## src/pkg/xmi_map.svh

```systemverilog
// Contract
// - four wait settings exist, the lowest adds no wait state
// - external space splits into two sectors with own wait settings
// - legacy mode allows only upper wait codes 00 and 01
// - legacy mode: fixed high bits, no split, no keeper, strobes output only
// - shared low address/data byte, high address bus, latch, read, write strobes
// - enabled interface overrides port direction settings on its pins
// - address decides internal or external; external drives pins and strobes
// - low address valid at latch fall; latch low through the data phase (here the low address leaves the bus on the edge where latch falls)
// - internal access may show bus activity but never read/write strobes
// - disabled interface restores port pins; no aliasing above internal sram
// - port output ones enable pull-ups on shared address/data pins
// - bus keeper holds last driven value while drivers are off
// - trailing latch pulse in final period only if next access hits ram
// - upper sector uses upper wait pair, lower sector the lower pair
// - software selects how many high address bits are driven
// - legacy mode makes extended control registers inaccessible, features off
// - wait codes: 00 none, 01 one, 10 two, 11 two plus address hold cycle
// - pin functions active only while the enable bit is one
// - three-bit sector limit; code zero makes 0x1100-0xffff one upper sector
// - three-bit high mask; code zero keeps 8 bits, each step releases one
`ifndef XMI_MAP_SVH
`define XMI_MAP_SVH
`define XMI_OFF_CORE_CTRL 32'h0000_0000
`define XMI_OFF_CTRL_A 32'h0000_0004
`define XMI_OFF_CTRL_B 32'h0000_0008
`define XMI_OFF_STATUS 32'h0000_000c
`define XMI_OFF_PORT_AD 32'h0000_0010
`define XMI_OFF_RDDATA 32'h0000_0014
`define XMI_CORE_ENABLE_BIT 7
`define XMI_CORE_UWLO_BIT 6
`define XMI_CORE_RESET 8'h00
`define XMI_CTRLA_MASK 8'h7e
`define XMI_CTRLA_SRL_LSB 4
`define XMI_CTRLA_LWAIT_LSB 2
`define XMI_CTRLA_UWHI_BIT 1
`define XMI_CTRLB_MASK 8'h87
`define XMI_CTRLB_KEEP_BIT 7
`define XMI_CTRLA_RESET 8'h00
`define XMI_CTRLB_RESET 8'h00
`define XMI_EXT_BASE 16'h1100
`endif

```

## src/pkg/xmi_pkg.sv

```systemverilog
package xmi_pkg;
    typedef enum logic [2:0] {
        XMI_IDLE = 3'b000,
        XMI_ADDR = 3'b001,
        XMI_STRB = 3'b010,
        XMI_WAIT = 3'b011,
        XMI_LAST = 3'b100,
        XMI_HOLD = 3'b101
    } xmi_state_e;
    typedef struct packed {
        logic [15:0] addr;
        logic [7:0] wdata;
        logic write;
        logic next_ram;
    } xmi_req_s;
    typedef struct packed {
        logic [7:0] ad_out;
        logic [7:0] ad_oe;
        logic [7:0] ad_pullup;
        logic [7:0] hi_addr;
        logic [7:0] hi_oe;
        logic ale;
        logic rd_n;
        logic wr_n;
        logic strobe_oe;
    } xmi_pins_s;
endpackage

```

## src/xmi_sector.sv

```systemverilog
`timescale 1ns/1ps
`default_nettype none
`include "xmi_map.svh"
module xmi_sector
    import xmi_pkg::*;
(
    // address and setup
    input wire logic [15:0] addr,
    input wire logic [2:0] limit_code,
    input wire logic [1:0] upper_wait_code,
    input wire logic [1:0] lower_wait_code,
    input wire logic legacy,
    // decode
    output logic external,
    output logic [1:0] wait_code
);
    logic [15:0] bound;
    logic upper;
    // limit steps through 0x2000, 0x4000 ... 0xe000
    assign bound = {limit_code, 13'h0000};
    assign external = addr >= `XMI_EXT_BASE;
    assign upper = legacy || limit_code == 3'b000 || addr >= bound;
    // legacy keeps only the low upper bit meaningful
    assign wait_code = upper ? (legacy ? {1'b0, upper_wait_code[0]} : upper_wait_code)
                             : lower_wait_code;
endmodule // xmi_sector
`default_nettype wire

```

## src/xmi_ext_bus_unit.sv

```systemverilog
// Register access over APB and the register addresses were chosen for this implementation.
`timescale 1ns/1ps
`default_nettype none
`include "xmi_map.svh"
module xmi_ext_bus_unit
    import xmi_pkg::*;
(
    // clock and reset
    input wire logic REF_CLK,
    input wire logic RST_N,
    // apb slave
    input wire logic PSEL,
    input wire logic PENABLE,
    input wire logic PWRITE,
    input wire logic [31:0] PADDR,
    input wire logic [31:0] PWDATA,
    output logic [31:0] PRDATA,
    output logic PREADY,
    output logic PSLVERR,
    // legacy strap
    input wire logic LEGACY_MODE,
    // cpu data access
    input wire logic REQ_VALID,
    input wire xmi_pkg::xmi_req_s REQ,
    output logic REQ_READY,
    output logic RD_VALID,
    output logic [7:0] RD_DATA,
    // pins
    input wire logic [7:0] AD_IN,
    output xmi_pkg::xmi_pins_s PINS,
    output logic BUS_KEEP
);
    import xmi_pkg::*;

    xmi_state_e st_q, st_d;
    logic [7:0] core_q, ctrl_a_q, ctrl_b_q, port_q;
    logic [15:0] addr_q;
    logic [7:0] wdata_q, rd_q, hi_q, ad_q;
    logic write_q, nram_q, ext_q, rdv_q, ale_q, rd_n_q, wr_n_q, ad_oe_q, hi_oe_q;
    logic [1:0] wait_q, cnt_q;
    logic en, legacy, ext, wr_phase, rd_en, rd_phase, last_phase;
    logic [1:0] wcode;
    logic [2:0] limit, mask;
    logic [7:0] hi_drive;
    logic apb_wr, apb_rd, hit_core, hit_a, hit_b, hit_port, hit_stat, hit_rd, mapped;

    function automatic logic sel(input logic [31:0] a, input logic [31:0] off);
        sel = a[7:0] == off[7:0] && a[31:8] == 24'h000000;
    endfunction

    assign legacy = LEGACY_MODE;
    assign en = core_q[`XMI_CORE_ENABLE_BIT];
    // extended registers read as zero with a slave error and do nothing in legacy mode
    assign limit = legacy ? 3'b000 : ctrl_a_q[`XMI_CTRLA_SRL_LSB +: 3];
    assign mask = legacy ? 3'b000 : ctrl_b_q[2:0];

    xmi_sector u_sector (
        .addr(REQ.addr),
        .limit_code(limit),
        .upper_wait_code({ctrl_a_q[`XMI_CTRLA_UWHI_BIT], core_q[`XMI_CORE_UWLO_BIT]}),
        .lower_wait_code(ctrl_a_q[`XMI_CTRLA_LWAIT_LSB +: 2]),
        .legacy(legacy),
        .external(ext),
        .wait_code(wcode)
    );

    // apb decode
    assign apb_wr = PSEL && PENABLE && PWRITE;
    assign apb_rd = PSEL && !PWRITE;
    assign hit_core = sel(PADDR, `XMI_OFF_CORE_CTRL);
    assign hit_a = sel(PADDR, `XMI_OFF_CTRL_A) && !legacy;
    assign hit_b = sel(PADDR, `XMI_OFF_CTRL_B) && !legacy;
    assign hit_stat = sel(PADDR, `XMI_OFF_STATUS);
    assign hit_port = sel(PADDR, `XMI_OFF_PORT_AD);
    assign hit_rd = sel(PADDR, `XMI_OFF_RDDATA);
    assign mapped = hit_core | hit_a | hit_b | hit_stat | hit_port | hit_rd;
    assign PREADY = 1'b1;
    assign PSLVERR = PSEL && PENABLE && !mapped;
    always_comb
    begin
        PRDATA = 32'h0000_0000;
        if (apb_rd && hit_core)
            PRDATA = {24'h000000, core_q};
        else if (apb_rd && hit_a)
            PRDATA = {24'h000000, ctrl_a_q};
        else if (apb_rd && hit_b)
            PRDATA = {24'h000000, ctrl_b_q};
        else if (apb_rd && hit_stat)
            PRDATA = {29'h00000000, legacy, ext_q, (st_q != XMI_IDLE)};
        else if (apb_rd && hit_port)
            PRDATA = {24'h000000, port_q};
        else if (apb_rd && hit_rd)
            PRDATA = {24'h000000, rd_q};
    end

    always_ff @(posedge REF_CLK or negedge RST_N)
    begin
        if (!RST_N)
        begin
            core_q <= `XMI_CORE_RESET;
            ctrl_a_q <= `XMI_CTRLA_RESET;
            ctrl_b_q <= `XMI_CTRLB_RESET;
            port_q <= 8'h00;
        end
        else if (apb_wr)
        begin
            if (hit_core)
                core_q <= PWDATA[7:0];
            if (hit_a)
                ctrl_a_q <= PWDATA[7:0] & `XMI_CTRLA_MASK;
            if (hit_b)
                ctrl_b_q <= PWDATA[7:0] & `XMI_CTRLB_MASK;
            if (hit_port)
                port_q <= PWDATA[7:0];
        end
    end

    // access sequencer: addr (ale high), strobe, waits, last period, optional hold
    assign REQ_READY = st_q == XMI_IDLE;
    assign last_phase = st_q == XMI_LAST;
    always_comb
    begin
        st_d = st_q;
        case (st_q)
            XMI_IDLE: if (REQ_VALID) st_d = XMI_ADDR;
            XMI_ADDR: st_d = XMI_STRB;
            XMI_STRB: st_d = (ext_q && wait_q != 2'b00) ? XMI_WAIT : XMI_LAST;
            XMI_WAIT: st_d = (cnt_q == 2'b00) ? XMI_LAST : XMI_WAIT;
            XMI_LAST: st_d = (ext_q && wait_q == 2'b11) ? XMI_HOLD : XMI_IDLE;
            XMI_HOLD: st_d = XMI_IDLE;
            default: st_d = XMI_IDLE;
        endcase
    end

    assign wr_phase = st_q == XMI_STRB || st_q == XMI_WAIT;
    // strobes only for external accesses with the interface on
    assign rd_en = en && ext_q;
    assign rd_phase = wr_phase && rd_en && !write_q;
    // each step of the mask code frees one more top pin
    assign hi_drive = 8'hff >> mask;

    always_ff @(posedge REF_CLK or negedge RST_N)
    begin
        if (!RST_N)
        begin
            st_q <= XMI_IDLE;
            addr_q <= 16'h0000;
            wdata_q <= 8'h00;
            write_q <= 1'b0;
            nram_q <= 1'b0;
            ext_q <= 1'b0;
            wait_q <= 2'b00;
            cnt_q <= 2'b00;
        end
        else
        begin
            st_q <= st_d;
            if (st_q == XMI_IDLE && REQ_VALID)
            begin
                addr_q <= REQ.addr;
                wdata_q <= REQ.wdata;
                write_q <= REQ.write;
                nram_q <= REQ.next_ram;
                ext_q <= ext;
                wait_q <= wcode;
                // 01 one wait cycle, 10 and 11 two
                cnt_q <= (wcode == 2'b01) ? 2'b00 : 2'b01;
            end
            else if (st_q == XMI_WAIT)
                cnt_q <= cnt_q - 2'b01;
        end
    end

    // registered pin drive
    always_ff @(posedge REF_CLK or negedge RST_N)
    begin
        if (!RST_N)
        begin
            ale_q <= 1'b0;
            rd_n_q <= 1'b1;
            wr_n_q <= 1'b1;
            ad_oe_q <= 1'b0;
            hi_oe_q <= 1'b0;
            ad_q <= 8'h00;
            hi_q <= 8'h00;
            rd_q <= 8'h00;
            rdv_q <= 1'b0;
        end
        else
        begin
            rdv_q <= 1'b0;
            // latch high with the address, falls on the same edge where the address leaves the bus
            ale_q <= en && (st_d == XMI_ADDR ||
                    (st_d == XMI_LAST && nram_q));
            hi_oe_q <= en;
            if (st_d == XMI_ADDR && en)
            begin
                ad_q <= REQ.addr[7:0];
                hi_q <= REQ.addr[15:8];
                ad_oe_q <= 1'b1;
            end
            else if (st_d == XMI_STRB && en)
            begin
                ad_q <= wdata_q;
                ad_oe_q <= write_q;
            end
            else if (st_q == XMI_LAST || st_q == XMI_HOLD || !en)
                ad_oe_q <= 1'b0;
            wr_n_q <= !(rd_en && write_q && (st_d == XMI_STRB || st_d == XMI_WAIT));
            rd_n_q <= !(rd_en && !write_q && (st_d == XMI_STRB || st_d == XMI_WAIT));
            // sample on the edge where the read strobe rises
            if (rd_phase && (st_d == XMI_LAST))
            begin
                rd_q <= AD_IN;
                rdv_q <= 1'b1;
            end
            else if (!write_q && !rd_en && st_q == XMI_STRB)
                rdv_q <= 1'b1;
        end
    end

    assign RD_VALID = rdv_q;
    assign RD_DATA = rd_q;
    // keeper works regardless of enable, but never in legacy mode
    assign BUS_KEEP = !legacy && ctrl_b_q[`XMI_CTRLB_KEEP_BIT];
    assign PINS.ad_out = ad_q;
    assign PINS.ad_oe = {8{ad_oe_q && en}};
    assign PINS.ad_pullup = (en && !ad_oe_q) ? port_q : 8'h00;
    assign PINS.hi_addr = hi_q & hi_drive;
    assign PINS.hi_oe = {8{hi_oe_q && en}} & hi_drive;
    assign PINS.ale = ale_q;
    assign PINS.rd_n = rd_n_q;
    assign PINS.wr_n = wr_n_q;
    assign PINS.strobe_oe = en;
    // unused registered address, last phase flag and upper write data bits are harmless here
    logic unused_ok;
    assign unused_ok = ^{addr_q, last_phase, PWDATA[31:8]};
endmodule // xmi_ext_bus_unit
`default_nettype wire

```

## config.mk

```make
export PLATFORM = sky130hd
export DESIGN_NAME = xmi_ext_bus_unit
export DESIGN_NICKNAME = d
export VERILOG_FILES = /design/src/pkg/xmi_pkg.sv /design/src/xmi_sector.sv /design/src/xmi_ext_bus_unit.sv
export VERILOG_INCLUDE_DIRS = /design/src /design/src/pkg
export SDC_FILE = /design/constraint.sdc
export NUM_CORES = 1
export LEC_CHECK = 0
export BUFFER_PORTS_ARGS = -buffer_cell sky130_fd_sc_hd__buf_2
export CORE_UTILIZATION = 43
export CTS_CLUSTER_DIAMETER = 100
export DETAILED_ROUTE_END_ITERATION = 10
export PLACE_DENSITY = 0.85
export SLEW_MARGIN = 10
export SYNTH_ARGS = -nofsm -noshare
export SYNTH_HDL_FRONTEND = slang
export SYNTH_SLANG_ARGS = --single-unit
export TNS_END_PERCENT = 5
```

## constraint.sdc

```tcl
create_clock -name REF_CLK -period 1.8 [get_ports REF_CLK]
set_input_delay 0.27 -clock REF_CLK [delete_from_list [all_inputs] [get_ports REF_CLK]]
set_output_delay 0.27 -clock REF_CLK [all_outputs]
set_load 0.02 [all_outputs]
```

======== After elaboration in Yosys (flattened, before gate mapping) ========
Index checks and enable logic that the tools add are counted.
Widths: inputs -> output; s select.
storage, ports and cells
  flip-flop bits (word level) ............. 74
operators by class
  mux-type cells .......................... 26
  shift operators ......................... 1
  bitwise logic cells ..................... 7
  equal/unequal tests ..................... 16
  $add $sub $neg .......................... 1
  reduce and logical (&&, ||, !) cells .... 69
  $lt $le $gt $ge ......................... 2
operators with widths
  operator              number
  $mux 8                9
  $logic_and 1x1->1     39
  $logic_not 24->1      1
  $mux 3                6
  $and 8x8->8           2
  $eq 8x4->1 const B    2
  $eq 8x5->1 const B    2
  $ge 16x13->1 const B  1
  $ge 16x16->1          1
  $pmux 3 s5            1
  $eq 3x2->1 const B    4
  $eq 3x3->1 const B    3
  $logic_not 1->1       9
  $eq 8x3->1 const B    1
  $logic_not 8->1       1
  $mux 2                4
  $reduce_and 2->1      4
  $shr 8x3->8 const A   1
  $logic_or 1x1->1      7
  $eq 3x1->1 const B    2
  $logic_not 3->1       2
  $mux 1                6
  $reduce_bool 2->1     3
  $reduce_bool 3->1     2
  5 further kinds       9

======== Depth between registers and ports, before layout ========
  depth after elaboration ................. 10
  gate-level depth with buffers ........... 8

======== Modules after synthesis ========
A second synthesis with hierarchy kept.
second synthesis, totals
  cell total of the unflattened synthesis .. 411
  area total of the unflattened synthesis .. 4264.1 um2
modules (own cells, without submodules)
  module            instances  area each (um2)  seq. area each (um2)  cells each
  xmi_ext_bus_unit  1          4058.9           1854.3                389
  xmi_sector        1          205.2            0.0                   22

======== Worst setup path after synthesis ========
Ideal clock, no wire load.
  path type ............................... input-to-reg
  start point ............................. input port LEGACY_MODE
  end point ............................... register cnt_q[0]
  setup time .............................. 0.099 ns
  data required time ...................... 1.701 ns
  cell stages on the path ................. 8
  arrival time ............................ 2.161 ns
  slack ................................... -0.461 ns
  cells stage by stage .................... clkbuf_1 > clkbuf_1 > nand2b_1 > ha_1 > a211o_1 > nor3_1 > a21oi_1 > a311oi_1
on the way
  longest elaborated chain between the ends .. 8
  elaborated cells on any way between the ends .. 10
RTL lines
  what                                                  line                     RTL
  start: declaration                                    xmi_ext_bus_unit.sv:21   input wire logic LEGACY_MODE,
  branches (longest 4 deep; another with $ge 16x16->1)  n/a
  $mux 2 (*)                                            xmi_sector.sv:24         assign wait_code = upper ? (legacy ? {1'b0, upper_wait_code[0]} : upper_wait_code)
  $eq 2x1->1 (*)                                        xmi_ext_bus_unit.sv:167  cnt_q <= (wcode == 2'b01) ? 2'b00 : 2'b01;
  $mux 1 (*)                                            xmi_ext_bus_unit.sv:167
  $mux 2 (*)                                            xmi_ext_bus_unit.sv:158  if (st_q == XMI_IDLE && REQ_VALID)
  end signal: assignment                                xmi_ext_bus_unit.sv:167
  end signal: assignment                                xmi_ext_bus_unit.sv:170  cnt_q <= cnt_q - 2'b01;
  end: declaration                                      xmi_ext_bus_unit.sv:40   logic [1:0] wait_q, cnt_q;
Every way passes the cells marked *.
A chain may end at the register's enable or synchronous reset.

======== Final worst setup path ========
  start point ............................. input port PADDR[7]
  end point ............................... output port PRDATA[1]
on the way
  longest elaborated chain between the ends .. 9
  elaborated cells on any way between the ends .. 26
RTL lines
  what                line                    RTL
  start: declaration  xmi_ext_bus_unit.sv:15  input wire logic [31:0] PADDR,
  $eq 8x5->1          xmi_ext_bus_unit.sv:48  sel = a[7:0] == off[7:0] && a[31:8] == 24'h000000;
  $logic_and 1x1->1   xmi_ext_bus_unit.sv:48
  $logic_and 1x1->1   xmi_ext_bus_unit.sv:92  else if (apb_rd && hit_rd)
  $mux 8              xmi_ext_bus_unit.sv:92
  $mux 8              xmi_ext_bus_unit.sv:90  else if (apb_rd && hit_port)
  $mux 8              xmi_ext_bus_unit.sv:88  else if (apb_rd && hit_stat)
  $mux 8              xmi_ext_bus_unit.sv:86  else if (apb_rd && hit_b)
  $mux 8              xmi_ext_bus_unit.sv:84  else if (apb_rd && hit_a)
  $mux 8 (*)          xmi_ext_bus_unit.sv:82  if (apb_rd && hit_core)
  end: declaration    xmi_ext_bus_unit.sv:17  output logic [31:0] PRDATA,
Every way passes the cells marked *; elsewhere a longest branch is shown, timed or not.

==> key figures <==
Yosys
  – Syn avg cell area: 10.47 sq um
  – Warnings, synthesis: 0
  – Number of synthesized flops with an enable pin: 0
  – Post-Synthesis Cell Area: 0.004200 sq mm
  – Top post-synthesis cells by area: dfrtp_1, mux2_2, buf_4
  – Dominant cell type by area after synthesis: dfrtp_1
  – Cells after Synth: 401
  – Top-area cell type share of the netlist area: between 40% and 50%
  – Synth unique cells: 51
  – Ys async rst share: 100.0%
  – Most used DFF post-synth: dfrtp_1
  – Register area share after synthesis: 44.15%
  – Register bit total from synthesis: 74

Route
  – Drt drc: 0
  – Via count: between 3000 and 4000
  – Final WL: 11290 um
  – ANT nets after route: 0
  – Wire per inst: 15.99 um
  – DR iter-0 viols: 145
  – TritonRoute pass-1 iters: 5
  – Drt via density: 5.313

STA
  – RSZ-0062 raised after global routing: yes
  – Period utilization: 116.9%
  – Final hold slack: roughly 0.13 ns
  – Min Tclk post-route: 2.105 ns
  – Final setup fails: 8
  – Worst setup margin: -0.3051 ns
  – Highest clock rate: 0.4750 GHz
  – Worst-margin pin slew: 0.5446 ns
  – Slew Limit Fails: 0
  – Final hold vios: 0
  – Slew margin rel.: 63.69%
  – Max Clock Skew: 0.008770 ns

Flow run
  – MaxCap Viol Count: 0

Setup path
  – R2R Path Start: ctrl_a_q[4]$_DFFE_PN0P_
  – Worst EP required: between 1.5 and 2 ns
  – Critical path arrival: 1.84 ns
  – Worst setup SP type: primary input
  – Reg2reg path depth: 6
  – Crit Path Max Fanout: 2
  – RR Endpoint: wait_q[1]$_DFFE_PN0P_
  – R2r setup slk: 0.04 ns
  – Crit path kind: primary input to primary output
  – Crit end category: primary output

Place
  – Detailed placement HPWL: 8701 um
  – PortBufs: about 140
  – Placed Area: approximately 0.0054 sq mm
  – Final RePlAce weighted congestion: ~0.92

Floorplanning
  – Initial core utilization: 44.82%
  – # rows: 35
  – Die outline height: 100.8 um
  – Area of the die: 0.01017 sq mm
  – # IOs: 194
  – Die W: 100.8 um
  – Core area: between 0.009 and 0.01 sq mm

Min path
  – Source of the worst hold timing path: REQ[1]
  – Hold endpoint: write_q$_DFFE_PN0P_
  – Hold/Removal Path Class: primary input to register
  – Hold Crit Depth: 3

Power
  – Overall power: 4.354 mW
  – Worst vdd ir: between 0.4 and 0.5 mV
  – Pwr Density: approximately 770 mW/mm^2
  – Leakage power: 2.954 nW

Clock network
  – Number of H-tree levels: 3
  – Clk Latency, worst-skew pair: between 0.3 and 0.4 ns
  – Clock-pin slew of the registers on the worst-case setup and hold paths: around 0.080 ns
  – CTS Sinks: 74
  – Post-CTS setup buffer count: 0
  – TritonCTS Buffers: 9
  – CTS Buffer Depth: 2
  – Clk root buf: clkbuf_8
  – CTS tree: done

Cells and area
  – # diodes: 0
  – Design Area, Final: between 0.005 and 0.006 sq mm
  – Layout cells sized above 1: approximately half
  – Nets: slightly below 700
  – Final Util: 60.56%
  – Area grow syn2layout: 35.12%

Global route
  – Initial antenna violation count: 0
  – Vias in the first global route: 3700
  – First-pass GRT wire length: 18250 um
  – Largest net degree at the start of global routing: 45
  – Total global-route track usage: 23.22%
  – Grt ovf: 0

Outcome
  – Violated checks: negative setup slack
  – Status: complete, but fails checks
[report_power, final]
part	total (mW)	leakage [nW]	internal [mW]	switching, mW
sequential	2.04	0.983	1.86	0.179
clock	1.15	0.0827	0.503	0.648
combinational	1.17	1.89	0.555	0.612
total	4.35	2.95	2.91	1.44
[state kept, by name, summed over array words and instances, names as in the netlist]
| signal | flops |
|---|---|
| core_q | 8 |
| nram_q | 1 |
| ext_q | 1 |
| ctrl_b_q | 4 |
| port_q | 8 |
| write_q | 1 |
| wait_q | 2 |
| ctrl_a_q | 6 |
| wr_n_q | 1 |
| hi_oe_q | 1 |
| rd_n_q | 1 |
| ad_oe_q | 1 |
| RD_DATA | 8 |
| ad_q | 8 |
| wdata_q | 8 |
| hi_q | 8 |
| ale_q | 1 |
| st_q | 3 |
| cnt_q | 2 |
| RD_VALID | 1 |
[critical path, cell delays in order]
cell and delay (ns):
buf_6 0.10, nor4_4 0.32, nand4_4 0.13, or4b_4 0.56, buf_6 0.14, a211oi_4 0.17
buf_6 0.15
[stage by stage]
stage | cells | TNS (ns) | setup WS (ns)
finish | 706 | -2.193 | -0.3051
detailed placement | 689 | -7.710 | -0.4268
global placement | 689 | -6.288 | -0.3987
floorplan | 424 | -3.379 | -0.2957
CTS | 706 | -2.210 | -0.3069
global route | 706 | -2.852 | -0.3943
[timing repair]
| item | 4_1_cts | 5_1_grt |
|---|---|---|
| hold endpoints to repair | 12 | 0 |
| resized for setup | 28 | 13 |
| cloned | 0 | 0 |
| endpoints found under the setup margin | 30 | 53 |
| hold buffers | 1 | 0 |
| pin swaps | 11 | 3 |
[cells by family (layout without fill, tap and decap cells)]
| group | after synthesis | after routing | share of synthesized area [%] |
|---|---|---|---|
| buf+inv | 70 | 223 | 9.622 |
| mux | 56 | 56 | 14.83 |
| fa+ha+maj | 4 | 4 | 1.192 |
| other cells | 2 | 25 | 0.1788 |
| simple gates | 123 | 123 | 17.99 |
| compound gates | 72 | 72 | 12.04 |
| flops | 74 | 74 | 44.15 |
[metal layers]
layer / GRT usage, % / wire length (um) / vias up
met5: 0 / 0 / -
met4: 7.915 / 172 / 0
met3: 4.022 / 727 / 16
met2: 40.73 / 5613 / 177
met1: 28.88 / 4773 / 1820
li1: - / - / 1738
[cells in the final DEF (no fill, tap or decap), drive strengths merged, types with 5 or more instances in the layout]
cell	instances
buf	193
dfrtp	72
mux2	50
conb	25
nor2	21
nand2	17
a21oi	16
inv	14
o21ai	14
nor3	14
nor4	11
nand3	10
and2	10
clkbuf	10
a221o	9
nand2b	9
and3	8
nand4	8
mux2i	6
a31oi	5
o21a	5
nor2b	5
[synth_stat cells (2+ instances only)]
cell type	instances
nor2b_1	5
nor3_1	10
buf_4	37
nand4_1	6
mux2i_1	6
nand3_1	10
buf_1	2
and2_1	10
a22o_1	4
dfrtp_1	72
ha_1	4
nor4_1	7
dfstp_2	2
a21o_1	2
and3b_1	2
inv_1	13
nor2_1	21
nor4b_1	3
nand2_1	17
and3_1	8
nand4_2	2
nor3_2	4
o211ai_1	3
mux2_2	50
nor4_4	3
a211o_1	3
o21a_1	5
o21ai_0	14
clkbuf_1	16
a221o_1	9
a31oi_1	5
a21oi_1	16
a2bb2oi_1	2
nand2b_1	9
conb_1	2
buf_2	2
[worst max-delay path by stage]
stage / end / cells past startpoint / startpoint
final: PRDATA[1] / 7 / PADDR[7]
after global routing: PRDATA[1] / 7 / PADDR[7]
after CTS: PRDATA[1] / 7 / PADDR[7]
after detailed placement: PRDATA[1] / 7 / PADDR[13]
after global placement: PRDATA[4] / 7 / PADDR[13]
after floorplan: PRDATA[1] / 5 / PADDR[13]
[cell type report]
| class | instances | area (sq um) |
|---|---|---|
| inverter | 13 | 48.80 |
| tap | 129 | 161.4 |
| timing repair buffer | 194 | 1185 |
| clock inverter | 6 | 42.54 |
| multi-input combinational | 280 | 2250 |
| clock buffer | 10 | 127.6 |
| fill | 791 | 3696 |
| sequential | 74 | 1861 |
(Power assumes the default switching activity.)
